## src/shared/prp_pkg.sv

```systemverilog
// Shared constants and types for the retriggered PFC pulse generator
package prp_pkg;

  // ----------------------------------------------------------------
  // Register map
  // ----------------------------------------------------------------
  localparam logic [7:0]  PRP_ADDR_CTRL   = 8'h00;
  localparam logic [7:0]  PRP_ADDR_ON     = 8'h04;
  localparam logic [7:0]  PRP_ADDR_OFF    = 8'h08;
  localparam logic [7:0]  PRP_ADDR_MODE   = 8'h0C;
  localparam logic [7:0]  PRP_ADDR_STATUS = 8'h10;
  localparam logic [7:0]  PRP_ADDR_MASK   = 8'h14;
  localparam logic [7:0]  PRP_ADDR_STATE  = 8'h18;

  // ----------------------------------------------------------------
  // Field positions
  // ----------------------------------------------------------------
  localparam int unsigned PRP_CTRL_ENABLE  = 0;
  localparam int unsigned PRP_CTRL_RESTART = 1;
  localparam int unsigned PRP_ST_TRIP      = 0;
  localparam int unsigned PRP_ST_ZC        = 1;
  localparam int unsigned PRP_ST_CYCLE     = 2;
  localparam int unsigned PRP_EVT_W        = 3;
  localparam int unsigned PRP_TW           = 16;

  // ----------------------------------------------------------------
  // Mode codes and reset values
  // ----------------------------------------------------------------
  localparam logic [3:0]  PRP_MODE_RETRIG  = 4'h8;
  localparam logic [3:0]  PRP_MODE_FAULT7  = 4'h7;
  localparam logic [15:0] PRP_ON_RST       = 16'h0010;
  localparam logic [15:0] PRP_OFF_RST      = 16'h0040;

  typedef enum logic [1:0] {
    PRP_IDLE = 2'b00,
    PRP_ON   = 2'b01,
    PRP_OFF  = 2'b10,
    PRP_DEAD = 2'b11
  } prp_phase_type;

  typedef struct packed {
    logic [7:0]  addr;
    logic [31:0] wdata;
    logic        wr;
    logic        rd;
  } prp_bus_req_type;

  typedef struct packed {
    logic                    busy;
    logic                    done;
    logic [PRP_TW-1:0]       cnt;
  } prp_gen_state_type;

  typedef struct packed {
    logic [1:0] stage1;
    logic [1:0] stage2;
  } prp_sync_state_type;

endpackage

```

## src/hdl/prp_sync.sv

```systemverilog
// Two-stage synchroniser for the zero-cross and overcurrent pins
`timescale 1ns/1ps
module prp_sync
  import prp_pkg::*;
(
  input  wire logic       clk_sys,
  input  wire logic       reset,
  input  wire logic [1:0] pin_in,
  output logic      [1:0] pin_sync
);

  prp_sync_state_type s;
  prp_sync_state_type next_s;

  always_comb
  begin
    next_s = s;
    for (int i = 0; i < 2; i++)
    begin
      next_s.stage1[i] = pin_in[i];
      next_s.stage2[i] = s.stage1[i];
    end
  end

  always_ff @(posedge clk_sys or posedge reset)
  begin
    if (reset)
      s <= '0;
    else
      s <= next_s;
  end

  assign pin_sync = s.stage2;

endmodule // prp_sync

```

## src/hdl/prp_top.sv

```systemverilog
// Retriggered boost-switch pulse generator with overcurrent stop
//
// Behaviour
// - ON duration stays constant for every cycle until software loads a new one.
// - Zero-cross trigger aborts the OFF phase and starts a new ON phase.
// - Overcurrent forces the dead-time state until software restarts the unit.
// - Generator A times ON, generator B times OFF; only output A drives.
// - Fault mode 7 makes overcurrent stop both generators and both outputs.
// - Start-up pulses run without retrigger until the first zero-cross is seen.
`timescale 1ns/1ps
module prp_top
  import prp_pkg::*;
(
  input  wire logic        clk_sys,
  input  wire logic        reset,
  input  wire logic [7:0]  bus_addr,
  input  wire logic [31:0] bus_wdata,
  input  wire logic        bus_wr,
  input  wire logic        bus_rd,
  output logic      [31:0] bus_rdata,
  input  wire logic        zero_cross_trigger_pin,
  input  wire logic        overcurrent_trip,
  output logic             gate_a,
  output logic             gate_b,
  output logic             irq
);

  // ----------------------------------------------------------------
  // State
  // ----------------------------------------------------------------
  typedef struct packed {
    prp_phase_type        phase;
    logic                 enable;
    logic                 fault;
    logic                 auto_run;
    logic                 zc_prev;
    logic                 gate;
    logic [3:0]           mode_b;
    logic [3:0]           mode_a;
    logic [PRP_TW-1:0]    on_time;
    logic [PRP_TW-1:0]    on_active;
    logic [PRP_TW-1:0]    off_time;
    logic [PRP_EVT_W-1:0] status;
    logic [PRP_EVT_W-1:0] mask;
    logic [31:0]          rdata;
  } prp_top_state_type;

  prp_top_state_type s;
  prp_top_state_type next_s;
  prp_bus_req_type   req;

  logic [1:0] pin_sync;
  logic       zc_lvl;
  logic       oc_lvl;
  logic       zc_edge;
  logic       retrig_ok;
  logic       stop_all;
  logic       restart_wr;
  logic       a_start;
  logic       a_stop;
  logic       b_start;
  logic       b_stop;
  logic       a_busy;
  logic       a_done;
  logic       b_busy;
  logic       b_done;
  logic [PRP_EVT_W-1:0] evt;

  assign req = '{addr: bus_addr, wdata: bus_wdata, wr: bus_wr, rd: bus_rd};

  function automatic logic hit_wr(input prp_bus_req_type r, input logic [7:0] a);
    hit_wr = r.wr && (r.addr == a);
  endfunction

  // ----------------------------------------------------------------
  // Pin capture
  // ----------------------------------------------------------------
  prp_sync u_sync (
    .clk_sys  (clk_sys),
    .reset    (reset),
    .pin_in   ({overcurrent_trip, zero_cross_trigger_pin}),
    .pin_sync (pin_sync)
  );

  assign zc_lvl     = pin_sync[0];
  assign oc_lvl     = pin_sync[1];
  assign zc_edge    = zc_lvl && !s.zc_prev;
  assign retrig_ok  = s.auto_run && (s.mode_b == PRP_MODE_RETRIG);
  assign stop_all   = oc_lvl && (s.mode_a == PRP_MODE_FAULT7);
  assign restart_wr = hit_wr(req, PRP_ADDR_CTRL) && req.wdata[PRP_CTRL_RESTART];

  // ----------------------------------------------------------------
  // Sequencing of the two generators
  // ----------------------------------------------------------------
  always_comb
  begin
    a_start = 1'b0;
    b_start = 1'b0;
    a_stop  = oc_lvl || s.fault || !s.enable;
    b_stop  = stop_all || !s.enable || (s.fault && s.mode_a == PRP_MODE_FAULT7);
    if (!a_stop)
    begin
      case (s.phase)
        PRP_IDLE: a_start = 1'b1;
        PRP_ON:   b_start = a_done;
        PRP_OFF:  a_start = (retrig_ok && zc_edge) || b_done;
        default:  a_start = 1'b0;
      endcase
    end
    if (a_start)
      b_stop = 1'b1;
  end

  assign evt = {a_start, zc_edge, oc_lvl};

  // ----------------------------------------------------------------
  // Next state and registers
  // ----------------------------------------------------------------
  always_comb
  begin
    next_s         = s;
    next_s.zc_prev = zc_lvl;
    next_s.rdata   = '0;

    if (hit_wr(req, PRP_ADDR_CTRL))
      next_s.enable = req.wdata[PRP_CTRL_ENABLE];
    if (hit_wr(req, PRP_ADDR_ON))
      next_s.on_time = req.wdata[PRP_TW-1:0];
    if (hit_wr(req, PRP_ADDR_OFF))
      next_s.off_time = req.wdata[PRP_TW-1:0];
    if (hit_wr(req, PRP_ADDR_MODE))
    begin
      next_s.mode_b = req.wdata[3:0];
      next_s.mode_a = req.wdata[7:4];
    end
    if (hit_wr(req, PRP_ADDR_MASK))
      next_s.mask = req.wdata[PRP_EVT_W-1:0];
    // Set wins over the write-one clear so no event is lost
    if (hit_wr(req, PRP_ADDR_STATUS))
      next_s.status = s.status & ~req.wdata[PRP_EVT_W-1:0];
    next_s.status = next_s.status | evt;

    // Fault stays latched while the comparator is still high
    if (restart_wr)
      next_s.fault = 1'b0;
    if (oc_lvl)
      next_s.fault = 1'b1;

    if (zc_edge && s.phase != PRP_IDLE && s.phase != PRP_DEAD)
      next_s.auto_run = 1'b1;

    if (a_start)
    begin
      next_s.on_active = s.on_time;
      next_s.phase     = PRP_ON;
    end
    else if (b_start)
      next_s.phase = PRP_OFF;

    if (oc_lvl || s.fault)
    begin
      next_s.phase = PRP_DEAD;
      if (restart_wr && !oc_lvl)
      begin
        next_s.phase    = PRP_IDLE;
        next_s.auto_run = 1'b0;
      end
    end
    else if (!s.enable)
    begin
      next_s.phase    = PRP_IDLE;
      next_s.auto_run = 1'b0;
    end
    else if (s.phase == PRP_DEAD)
      next_s.phase = restart_wr ? PRP_IDLE : PRP_DEAD;

    next_s.gate = (next_s.phase == PRP_ON);

    if (req.rd)
    begin
      case (req.addr)
        PRP_ADDR_CTRL:   next_s.rdata = {31'h00000000, s.enable};
        PRP_ADDR_ON:     next_s.rdata = {16'h0000, s.on_time};
        PRP_ADDR_OFF:    next_s.rdata = {16'h0000, s.off_time};
        PRP_ADDR_MODE:   next_s.rdata = {24'h000000, s.mode_a, s.mode_b};
        PRP_ADDR_STATUS: next_s.rdata = {29'h00000000, s.status};
        PRP_ADDR_MASK:   next_s.rdata = {29'h00000000, s.mask};
        PRP_ADDR_STATE:  next_s.rdata = {s.on_active, 10'h000, a_busy, b_busy,
                                         s.auto_run, s.fault, s.phase};
        default:         next_s.rdata = '0;
      endcase
    end
  end

  always_ff @(posedge clk_sys or posedge reset)
  begin
    if (reset)
    begin
      s           <= '0;
      s.phase     <= PRP_IDLE;
      s.mode_b    <= PRP_MODE_RETRIG;
      s.mode_a    <= PRP_MODE_FAULT7;
      s.on_time   <= PRP_ON_RST;
      s.on_active <= PRP_ON_RST;
      s.off_time  <= PRP_OFF_RST;
    end
    else
      s <= next_s;
  end

  // ----------------------------------------------------------------
  // Generators
  // ----------------------------------------------------------------
  prp_wavegen u_gen_a (
    .clk_sys  (clk_sys),
    .reset    (reset),
    .start    (a_start),
    .stop     (a_stop),
    .duration (s.on_time),
    .busy     (a_busy),
    .done     (a_done)
  );

  // Without a zero-cross, the OFF limit still restarts the cycle
  prp_wavegen u_gen_b (
    .clk_sys  (clk_sys),
    .reset    (reset),
    .start    (b_start),
    .stop     (b_stop),
    .duration (s.off_time),
    .busy     (b_busy),
    .done     (b_done)
  );

  assign gate_a    = s.gate;
  assign gate_b    = 1'b0;
  assign bus_rdata = s.rdata;
  assign irq       = |(s.status & s.mask);

  // ----------------------------------------------------------------
  // Assertions
  // ----------------------------------------------------------------
  property p_trip_dead;
    @(posedge clk_sys) disable iff (reset)
    oc_lvl |=> (s.phase == PRP_DEAD) && !gate_a;
  endproperty
  a_trip_dead: assert property (p_trip_dead) else $error("trip did not force dead");

  property p_dead_holds;
    @(posedge clk_sys) disable iff (reset)
    (s.phase == PRP_DEAD) && !restart_wr |=> (s.phase == PRP_DEAD);
  endproperty
  a_dead_holds: assert property (p_dead_holds) else $error("dead left without restart");

  property p_retrig;
    @(posedge clk_sys) disable iff (reset)
    (s.phase == PRP_OFF) && retrig_ok && zc_edge && !oc_lvl && !s.fault && s.enable
      |=> (s.phase == PRP_ON) && gate_a && !b_busy;
  endproperty
  a_retrig: assert property (p_retrig) else $error("zero-cross did not retrigger");

  property p_on_const;
    @(posedge clk_sys) disable iff (reset)
    (s.phase == PRP_ON) && $past(s.phase == PRP_ON) |-> $stable(s.on_active);
  endproperty
  a_on_const: assert property (p_on_const) else $error("on duration changed");

  property p_load_next;
    @(posedge clk_sys) disable iff (reset)
    a_start |=> (s.on_active == $past(s.on_time)) && a_busy;
  endproperty
  a_load_next: assert property (p_load_next) else $error("on duration not latched");

  property p_stop_both;
    @(posedge clk_sys) disable iff (reset)
    stop_all |=> !a_busy && !b_busy && !gate_a ##1 !a_busy && !b_busy;
  endproperty
  a_stop_both: assert property (p_stop_both) else $error("fault did not stop both");

  property p_startup;
    @(posedge clk_sys) disable iff (reset)
    !s.auto_run && (s.phase == PRP_OFF) && zc_edge && !b_done && !oc_lvl && !s.fault
      && s.enable |=> s.auto_run && (s.phase == PRP_OFF);
  endproperty
  a_startup: assert property (p_startup) else $error("start-up retriggered");

  property p_no_mode;
    @(posedge clk_sys) disable iff (reset)
    (s.mode_b != PRP_MODE_RETRIG) && (s.phase == PRP_OFF) && zc_edge && !b_done
      && !oc_lvl && !s.fault && s.enable |=> (s.phase == PRP_OFF);
  endproperty
  a_no_mode: assert property (p_no_mode) else $error("retrigger without mode");

  property p_gate_b;
    @(posedge clk_sys) disable iff (reset)
    a_done && (s.phase == PRP_ON) && !a_stop |=> !gate_a && b_busy && !gate_b;
  endproperty
  a_gate_b: assert property (p_gate_b) else $error("off phase not on generator b");

  c_trip:    cover property (@(posedge clk_sys) disable iff (reset)
                            $fell(oc_lvl) ##[1:100] restart_wr);
  c_soft:    cover property (@(posedge clk_sys) disable iff (reset)
                            oc_lvl && (s.mode_a != PRP_MODE_FAULT7) && b_busy);
  c_retrig:  cover property (@(posedge clk_sys) disable iff (reset)
                            (s.phase == PRP_OFF) && retrig_ok && zc_edge);
  c_startup: cover property (@(posedge clk_sys) disable iff (reset) $rose(s.auto_run));

endmodule // prp_top

```

## src/hdl/prp_wavegen.sv

```systemverilog
// One waveform generator: times a single phase and pulses when it ends
`timescale 1ns/1ps
module prp_wavegen
  import prp_pkg::*;
(
  input  wire logic              clk_sys,
  input  wire logic              reset,
  input  wire logic              start,
  input  wire logic              stop,
  input  wire logic [PRP_TW-1:0] duration,
  output logic                   busy,
  output logic                   done
);

  prp_gen_state_type s;
  prp_gen_state_type next_s;

  always_comb
  begin
    next_s      = s;
    next_s.done = 1'b0;
    if (stop)
    begin
      next_s.busy = 1'b0;
    end
    else if (start)
    begin
      // A zero duration still gives one cycle so a phase is never skipped
      next_s.busy = 1'b1;
      next_s.cnt  = (duration == '0) ? 16'h0001 : duration;
    end
    else if (s.busy)
    begin
      if (s.cnt == 16'h0001)
      begin
        next_s.busy = 1'b0;
        next_s.done = 1'b1;
      end
      else
        next_s.cnt = s.cnt - 16'h0001;
    end
  end

  always_ff @(posedge clk_sys or posedge reset)
  begin
    if (reset)
      s <= '0;
    else
      s <= next_s;
  end

  assign busy = s.busy;
  assign done = s.done;

endmodule // prp_wavegen

```

## config.mk

```make
export PLATFORM = sky130hd
export DESIGN_NAME = prp_top
export DESIGN_NICKNAME = d
export VERILOG_FILES = /design/src/shared/prp_pkg.sv /design/src/hdl/prp_sync.sv /design/src/hdl/prp_top.sv /design/src/hdl/prp_wavegen.sv
export SDC_FILE = /design/constraint.sdc
export NUM_CORES = 1
export LEC_CHECK = 0
export BUFFER_PORTS_ARGS = -buffer_cell sky130_fd_sc_hd__buf_2
export CAP_MARGIN = 5
export CORE_MARGIN = 4
export CORE_UTILIZATION = 53
export CTS_CLUSTER_SIZE = 25
export DETAILED_ROUTE_END_ITERATION = 6
export PLACE_DENSITY_LB_ADDON = 0.2
export REMOVE_ABC_BUFFERS = 1
export SYNTH_ARGS = -nofsm -noshare
export SYNTH_HDL_FRONTEND = slang
export SYNTH_SLANG_ARGS = --single-unit
export TNS_END_PERCENT = 100
```

## constraint.sdc

```tcl
create_clock -name clk_sys -period 4.8 [get_ports clk_sys]
set_clock_uncertainty 0.1 [all_clocks]
set_input_delay 0.96 -clock clk_sys [delete_from_list [all_inputs] [get_ports clk_sys]]
set_output_delay 0.96 -clock clk_sys [all_outputs]
set_load 0.05 [all_outputs]
```

==> results_dict.tcl, run 1 <==
set metrics [dict create \
    core_area_um2 12200 \
    postCtsHoldBufs 0 \
    start_kind "register" \
    first_iter_violations 418 \
    synth_top_family_by_area "simple AND/OR/NAND/NOR gates" \
    synth-xor-area-share_pct 1.05 \
    placed_area_um2 6910 \
    synthSimpleGateAreaFrac_pct 18.0 \
    yosys_register_bits 141 \
    synthMuxAreaShare_pct 8.93 \
    synth-main-ff-cell "dfrtp_1" \
    finalMaxSlewViolations 0 \
    syn_inst 629 \
    clock_path_buffers 2 \
    drc_errors 0 \
    synth_common_cells "dfrtp_1, nand2_1, mux2_2" \
    drt_wl_total_mm 15.2 \
    p_total_w 0.00266 \
    synth_compound_area_share_pct 12.1 \
    cp_num_buf_inv 0 \
    crit_path_cell_trace "nor3b_2, nand2_1, nor2_1, nand2_1, or4_1, nand3_1" \
    status "finished, final reports clean" \
    powerDensity_nw_per_um2 355 \
    synth_fa_ha_area_share_pct 0.747 \
    clock-sinks 141 \
    post_cts_resized 0 \
    first_pass_iters 5 \
    die_height_um 120 \
    yosysSeqAreaShare_pct 52.8 \
    p_leak_nw 3.67 \
    gr-max-usage-layer "met2" \
    grt_overflow_total 0 \
    post-route-cell-area_um2 7510 \
    setup_viol 0 \
    yosysTopAreaCell "dfrtp_1" \
    post-route-worst-setup-slack_ns 1.92 \
    vdd_drop_max_uv 258 \
    track_usage_pct 22.3 \
    place_hpwl_mm 10.6 \
    io_buffers 63 \
    worstSetupPathType "register to register" \
    slowest_delay_ns 0.75 \
    grt_pass1_wl_mm 25.4 \
    num_vias 4910 \
    cp.required_ns 5.05 \
    clk_pin_slew_ns 0.06 \
    synthToLayoutAreaGrowth_pct 12.1 \
    grt_max_degree 85 \
    vias_per_cell 5.85 \
    post_cts_buffers 0 \
    cp.arrival_ns 3.14 \
    cts_buffers 17 \
    avgSynthCellArea_um2 10.6 \
    rsz0062_at_grt "no" \
    synth_top_cell_area_share_pct 50.1 \
    grt_pass1_vias 4967 \
    antenna-diode-count 0 \
    period_share_pct 60.1 \
    wl_per_cell_um 18.1 \
    syn-cell-area_um2 6700 \
    synthMostInstantiatedCell "dfrtp_1" \
    synthTopCellsByArea "dfrtp_1, mux2_2, nand2_1" \
    fmax_mhz 347 \
    hold_viol_final 0 \
    design.die.area_um2 14500 \
    yosysUniqueCellTypes 71 \
    ios 81 \
    final_util_pct 61.5 \
    tightest_slew_ns 1.12 \
    rows 40 \
    clk_latency_ns 0.42 \
    synth-async-reset-ratio_pct 100 \
    cpMostUsedCell "nand2_1" \
    root_buffer "clkbuf_16" \
    die_w_um 120 \
    htree_num_levels 4 \
    antenna_left 0 \
    cp_max_fo 13 \
    critPathSlowestCell "nor2_1" \
    drive_above_1_share_pct 25.6 \
    use_met3_pct 6.03 \
    finalCriticalPeriod_ns 2.88 \
    gp_congestion 0.898 \
    hp-class "register to register" \
    grt_use_met1_pct 29.4 \
    initial_core_util_pct 54.8 \
    use_met2_pct 36.4 \
    fin_tns_setup_ns 0 \
    maxCapViolCount 0 \
    crit_path_end_kind "register" \
    nNetsFinal 708 \
    crit_family "simple AND/OR/NAND/NOR gates" \
    synth_edf_count 0 \
    pre_cts_ws_ns 1.58 \
    tritoncts "done" \
    relSlewSlack_pct 24.9 \
    antenna_found_initial 0 \
    ys.warnings.count 0 \
]
==> where the power goes <==
part           internal (W)  switching [W]
registers           0.00121      0.0000279
clock network      0.000855       0.000461
logic             0.0000428      0.0000643
==> cell families (layout without fill, tap and decap cells) <==
logic type	Yosys count	in the layout
flops	141	141
mux	49	49
buf+inv	73	115
simple gates	233	233
other cells	1	1
fa+ha+maj	4	4
compound gates	120	120
xor+xnor	8	8
==> sequential cells by signal, summed over array words and instances, names as in the netlist <==
name,flops
u_sync.pin_sync,2
u_gen_b.done,1
u_gen_b.s,16
bus_rdata,32
s,68
u_gen_a.busy,1
u_gen_b.busy,1
u_sync.next_s,2
u_gen_a.done,1
gate_a,1
u_gen_a.s,16
==> cells in the final DEF (no fill, tap or decap), types with 6 or more instances in the layout <==
cell type	n
buf_4	8
o21ai_0	22
and3_1	18
mux2_4	10
or4_1	6
mux2_2	36
nand2_1	84
a22oi_1	24
clkbuf_16	17
nor2_1	35
nand2b_1	6
buf_2	63
nand4_1	7
nor4_1	19
dfrtp_1	134
a21oi_1	28
nor3_1	14
nand3_1	10
xor2_1	6
inv_1	10
dfstp_2	7
o211ai_1	6
==> path summary, 6_finish.rpt <==
path                               startpoint            endpoint  slack, ns  cells past startpoint
max                        u_sync.pin_sync[1]       u_gen_a.s[15]       1.92                      6
min                          u_sync.next_s[1]  u_sync.pin_sync[1]       0.25                      0
max reg2reg                u_sync.pin_sync[1]       u_gen_a.s[15]       1.92                      6
min reg2reg                  u_sync.next_s[1]  u_sync.pin_sync[1]       0.25                      0
max in group asynchronous               reset               s[44]       3.11                      3
min in group asynchronous               reset        bus_rdata[2]       0.59                      2
==> final cells by class <==
class	instances	area, um2
clock buffer	25	485
clock inverter	7	110
timing repair buffer	71	375
fill	1015	4710
tap	168	210
sequential	141	3540
inverter	12	50.0
multi-input combinational	415	2740
==> per-layer routing <==
layer | wire, um | vias to the layer above
met2 | 7600 | 137
met4 | 249 | 0
li1 | - | 2296
met3 | 757 | 18
met1 | 6620 | 2459
met5 | 0 | -
==> through the flow <==
stage               instances  hold slack, ns
global route              839           0.263
global placement          807           0.232
finish                    839           0.247
detailed placement        807           0.238
floorplan                 568           0.231
CTS                       839           0.250
Power figures use the tool's default switching activity.
==> run 2: changes to the inputs <==
--- a/config.mk
+++ b/config.mk
@@ -5,6 +5,7 @@
 export SDC_FILE = /design/constraint.sdc
 export NUM_CORES = 1
 export LEC_CHECK = 0
+export ABC_AREA = 1
 export BUFFER_PORTS_ARGS = -buffer_cell sky130_fd_sc_hd__buf_2
 export CAP_MARGIN = 5
 export CORE_MARGIN = 4
==> constraint.sdc (replaced) <==
create_clock -name clk_sys -period 2.31 [get_ports clk_sys]
set_clock_uncertainty 0.1 [all_clocks]
set_input_delay 0.462 -clock clk_sys [delete_from_list [all_inputs] [get_ports clk_sys]]
set_output_delay 0.462 -clock clk_sys [all_outputs]
set_load 0.05 [all_outputs]
==> run 2 against run 1 <==
Combinational power is 140% higher. Global-route usage shrank 0.54 points. Final area is 7.1% higher. Core utilization shrank 0.98 points. Via count grew 20%. Critical path type unchanged. Critical path depth is 2 higher. Largest power group unchanged. Count of clock-buffer cells in the layout down 3. Critical endpoint is now u_gen_a.s[1]. Cell count grew 38%.
==> results_dict.tcl, run 2 <==
set metrics [dict create \
    maxCapViolCount 0 \
    grt_overflow_total 0 \
    p_leak_nw 4.20 \
    drive_above_1_share_pct 15.0 \
    cp.arrival_ns 2.23 \
    syn_inst 932 \
    pwr-share-comb_pct 4.8 \
    synth_top_cell_area_share_pct 46.5 \
    ys.warnings.count 0 \
    post_cts_buffers 0 \
    tritoncts "done" \
    relSlewSlack_pct 63.8 \
    synth_edf_count 0 \
    antenna_left 0 \
    root_buffer "clkbuf_16" \
    synthToLayoutAreaGrowth_pct 11.5 \
    tightest_slew_ns 0.541 \
    yosysTopAreaCell "dfrtp_1" \
    post-route-worst-setup-slack_ns 0.285 \
    clock-sinks 141 \
    place_hpwl_mm 11.8 \
    fmax_mhz 494 \
    io_buffers 63 \
    grt_max_degree 51 \
    finalCriticalPeriod_ns 2.03 \
    initial_core_util_pct 54.2 \
    dp.cells 1128 \
    p_int_w 0.00419 \
    regMostFlops "s" \
    wl_per_cell_um 14.0 \
    pwr-share-seq_pct 47.3 \
    first_iter_violations 480 \
    cts_buffers 17 \
    critPathSlowestCell "dfrtp_1" \
    finalMaxSlewViolations 0 \
    track_usage_pct 21.8 \
    setup_viol 0 \
    cp_max_fo 14 \
    grt_pass1_wl_mm 27.2 \
    cpMostUsedCell "nand2_2" \
    yosysSeqAreaShare_pct 49.0 \
    vias_per_cell 5.06 \
    htree_num_levels 4 \
    slowest_delay_ns 0.36 \
    rows 42 \
    worstSetupPathType "register to register" \
    pre_cts_ws_ns 0.237 \
    crit_path_end_kind "register" \
    antenna_found_initial 0 \
    synthMostInstantiatedCell "nand2_1" \
    clock_path_buffers 2 \
    largest_reg_flops 68 \
    syn-cell-area_um2 7210 \
    first_pass_iters 6 \
    power.switching_w 0.00123 \
    die_w_um 125 \
    period_share_pct 87.7 \
    hp-class "primary input to register" \
    final_common_cell "nand2_1" \
    clk_pin_slew_ns 0.06 \
    design.die.area_um2 15500 \
    core_area_um2 13300 \
    drc_errors 0 \
    cp.required_ns 2.51 \
    grt_pass1_vias 5505 \
    hold_viol_final 0 \
    ios 81 \
    yosysUniqueCellTypes 39 \
    powerDensity_nw_per_um2 675 \
    vdd_drop_max_uv 476 \
    synth-main-ff-cell "dfrtp_1" \
    drt_wl_total_mm 16.3 \
    clkPwrFrac_pct 47.9 \
    die_height_um 125 \
    nNetsFinal 1022 \
    start_kind "register" \
    synth_common_cells "nand2_1, dfrtp_1, nor2_1" \
    antenna-diode-count 0 \
    synthTopCellsByArea "dfrtp_1, nand2_1, nor2_1" \
    gp_congestion 0.921 \
    num_vias 5871 \
    synth-async-reset-ratio_pct 100 \
    status "finished, final reports clean" \
    layout.cells.non_filler 1161 \
    final_cell_mix "nand2_1, dfrtp_1, nor2_1, inv_1, o21ai_0" \
    yosys_register_bits 141 \
    clk_latency_ns 0.42 \
    avgSynthCellArea_um2 7.74 \
    p_sw_share_pct 22.8 \
    crit_path_cell_trace "inv_1, nand3_2, nor2_1, nand2_2, nand2_2, clkinv_1, nand2_1, nand3_1" \
    rsz0062_at_grt "no" \
]
run 2: cell count changes in the layout (fill, tap and decap cells not counted), moves of 14 or more:
| cell | delta |
|---|---|
| a21oi_1 | -14 |
| a22oi_1 | -24 |
| and3_1 | -18 |
| inv_1 | +93 |
| mux2_2 | -36 |
| nand2_1 | +203 |
| nand3_1 | +47 |
| nor2_1 | +88 |
| nor4_1 | -15 |
| o21ai_0 | +43 |
| o21ai_2 | +14 |
run 2: kinds of logic (layout without fill, tap and decap cells):
family | after synthesis | after routing | share of synthesized area [%]
and+or+nand+nor | 500 | 500 | 28.8
buffers and inverters | 167 | 220 | 11.6
DFF | 141 | 141 | 49.0
AOI/OAI and AO/OA | 111 | 111 | 8.88
xor gates and xnor gates | 8 | 8 | 0.972
adders and majority gates | 4 | 4 | 0.694
other | 1 | 1 | 0.0520
run 2: layout make-up:
type	instances	area, um2
clock buffer	22	444
inverter	112	430
timing repair buffer	76	453
sequential	141	3540
clock inverter	10	118
multi-input combinational	624	2840
tap	176	220
fill	1226	5250
run 2: layer usage:
metal	wire, um	GRT usage (%)	vias to the layer above	part of all wire [%]
li1	-	-	2963	-
met1	7410	29.3	2755	46
met2	7990	36.2	136	49
met3	689	3.90	17	4.2
met4	167	6.58	0	1.0
met5	0	0	-	0
run 2: what timing repair did:
item	CTS	global route
hold endpoints to repair	13	0
endpoints found under the setup margin	0	0
hold buffers	1	0
gates resized for setup	0	0
run 2: worst max-delay path: cells and delay by family (launching register included):
family        cells  cell delay (ns)
flops             1             0.36
simple gates      6             1.01
buf+inv           2             0.42
run 2: power by group through the flow:
| stage | combinational, W | sequential (W) | clock (W) |
|---|---|---|---|
| global placement | 0.000259 | 0.00261 | 0 |
| CTS | 0.000266 | 0.00256 | 0.00265 |
| floorplan | 0.000160 | 0.00260 | 0 |
| global route | 0.000301 | 0.00257 | 0.00277 |
| detailed placement | 0.000264 | 0.00261 | 0 |
| finish | 0.000260 | 0.00257 | 0.00260 |
run 2: final timing paths:
check	from	end	slack, ns	cells after the start
worst min-delay path	zero_cross_trigger_pin	u_sync.next_s[0]	0.04	1
min in group asynchronous	reset	s[70]	0.53	3
max in group asynchronous	reset	s[44]	0.97	4
worst max-delay path	u_sync.pin_sync[1]	u_gen_a.s[1]	0.28	8
worst min register to register	u_sync.next_s[0]	u_sync.pin_sync[0]	0.25	0
worst max register to register	u_sync.pin_sync[1]	u_gen_a.s[1]	0.28	8
run 2: metrics by stage:
stage                     hold slack, ns  setup TNS (ns)  utilization [%]  power, W  instance area, um2
after CTS                         0.0252               0             60.5   0.00548                8040
after floorplan                    0.231         -277.87                -   0.00276                6800
after global routing              0.0327               0             60.5   0.00564                8040
after global placement             0.232               0             56.2   0.00287                7470
final                             0.0406               0             60.5   0.00543                8040
after detailed placement           0.235               0             56.2   0.00287                7470
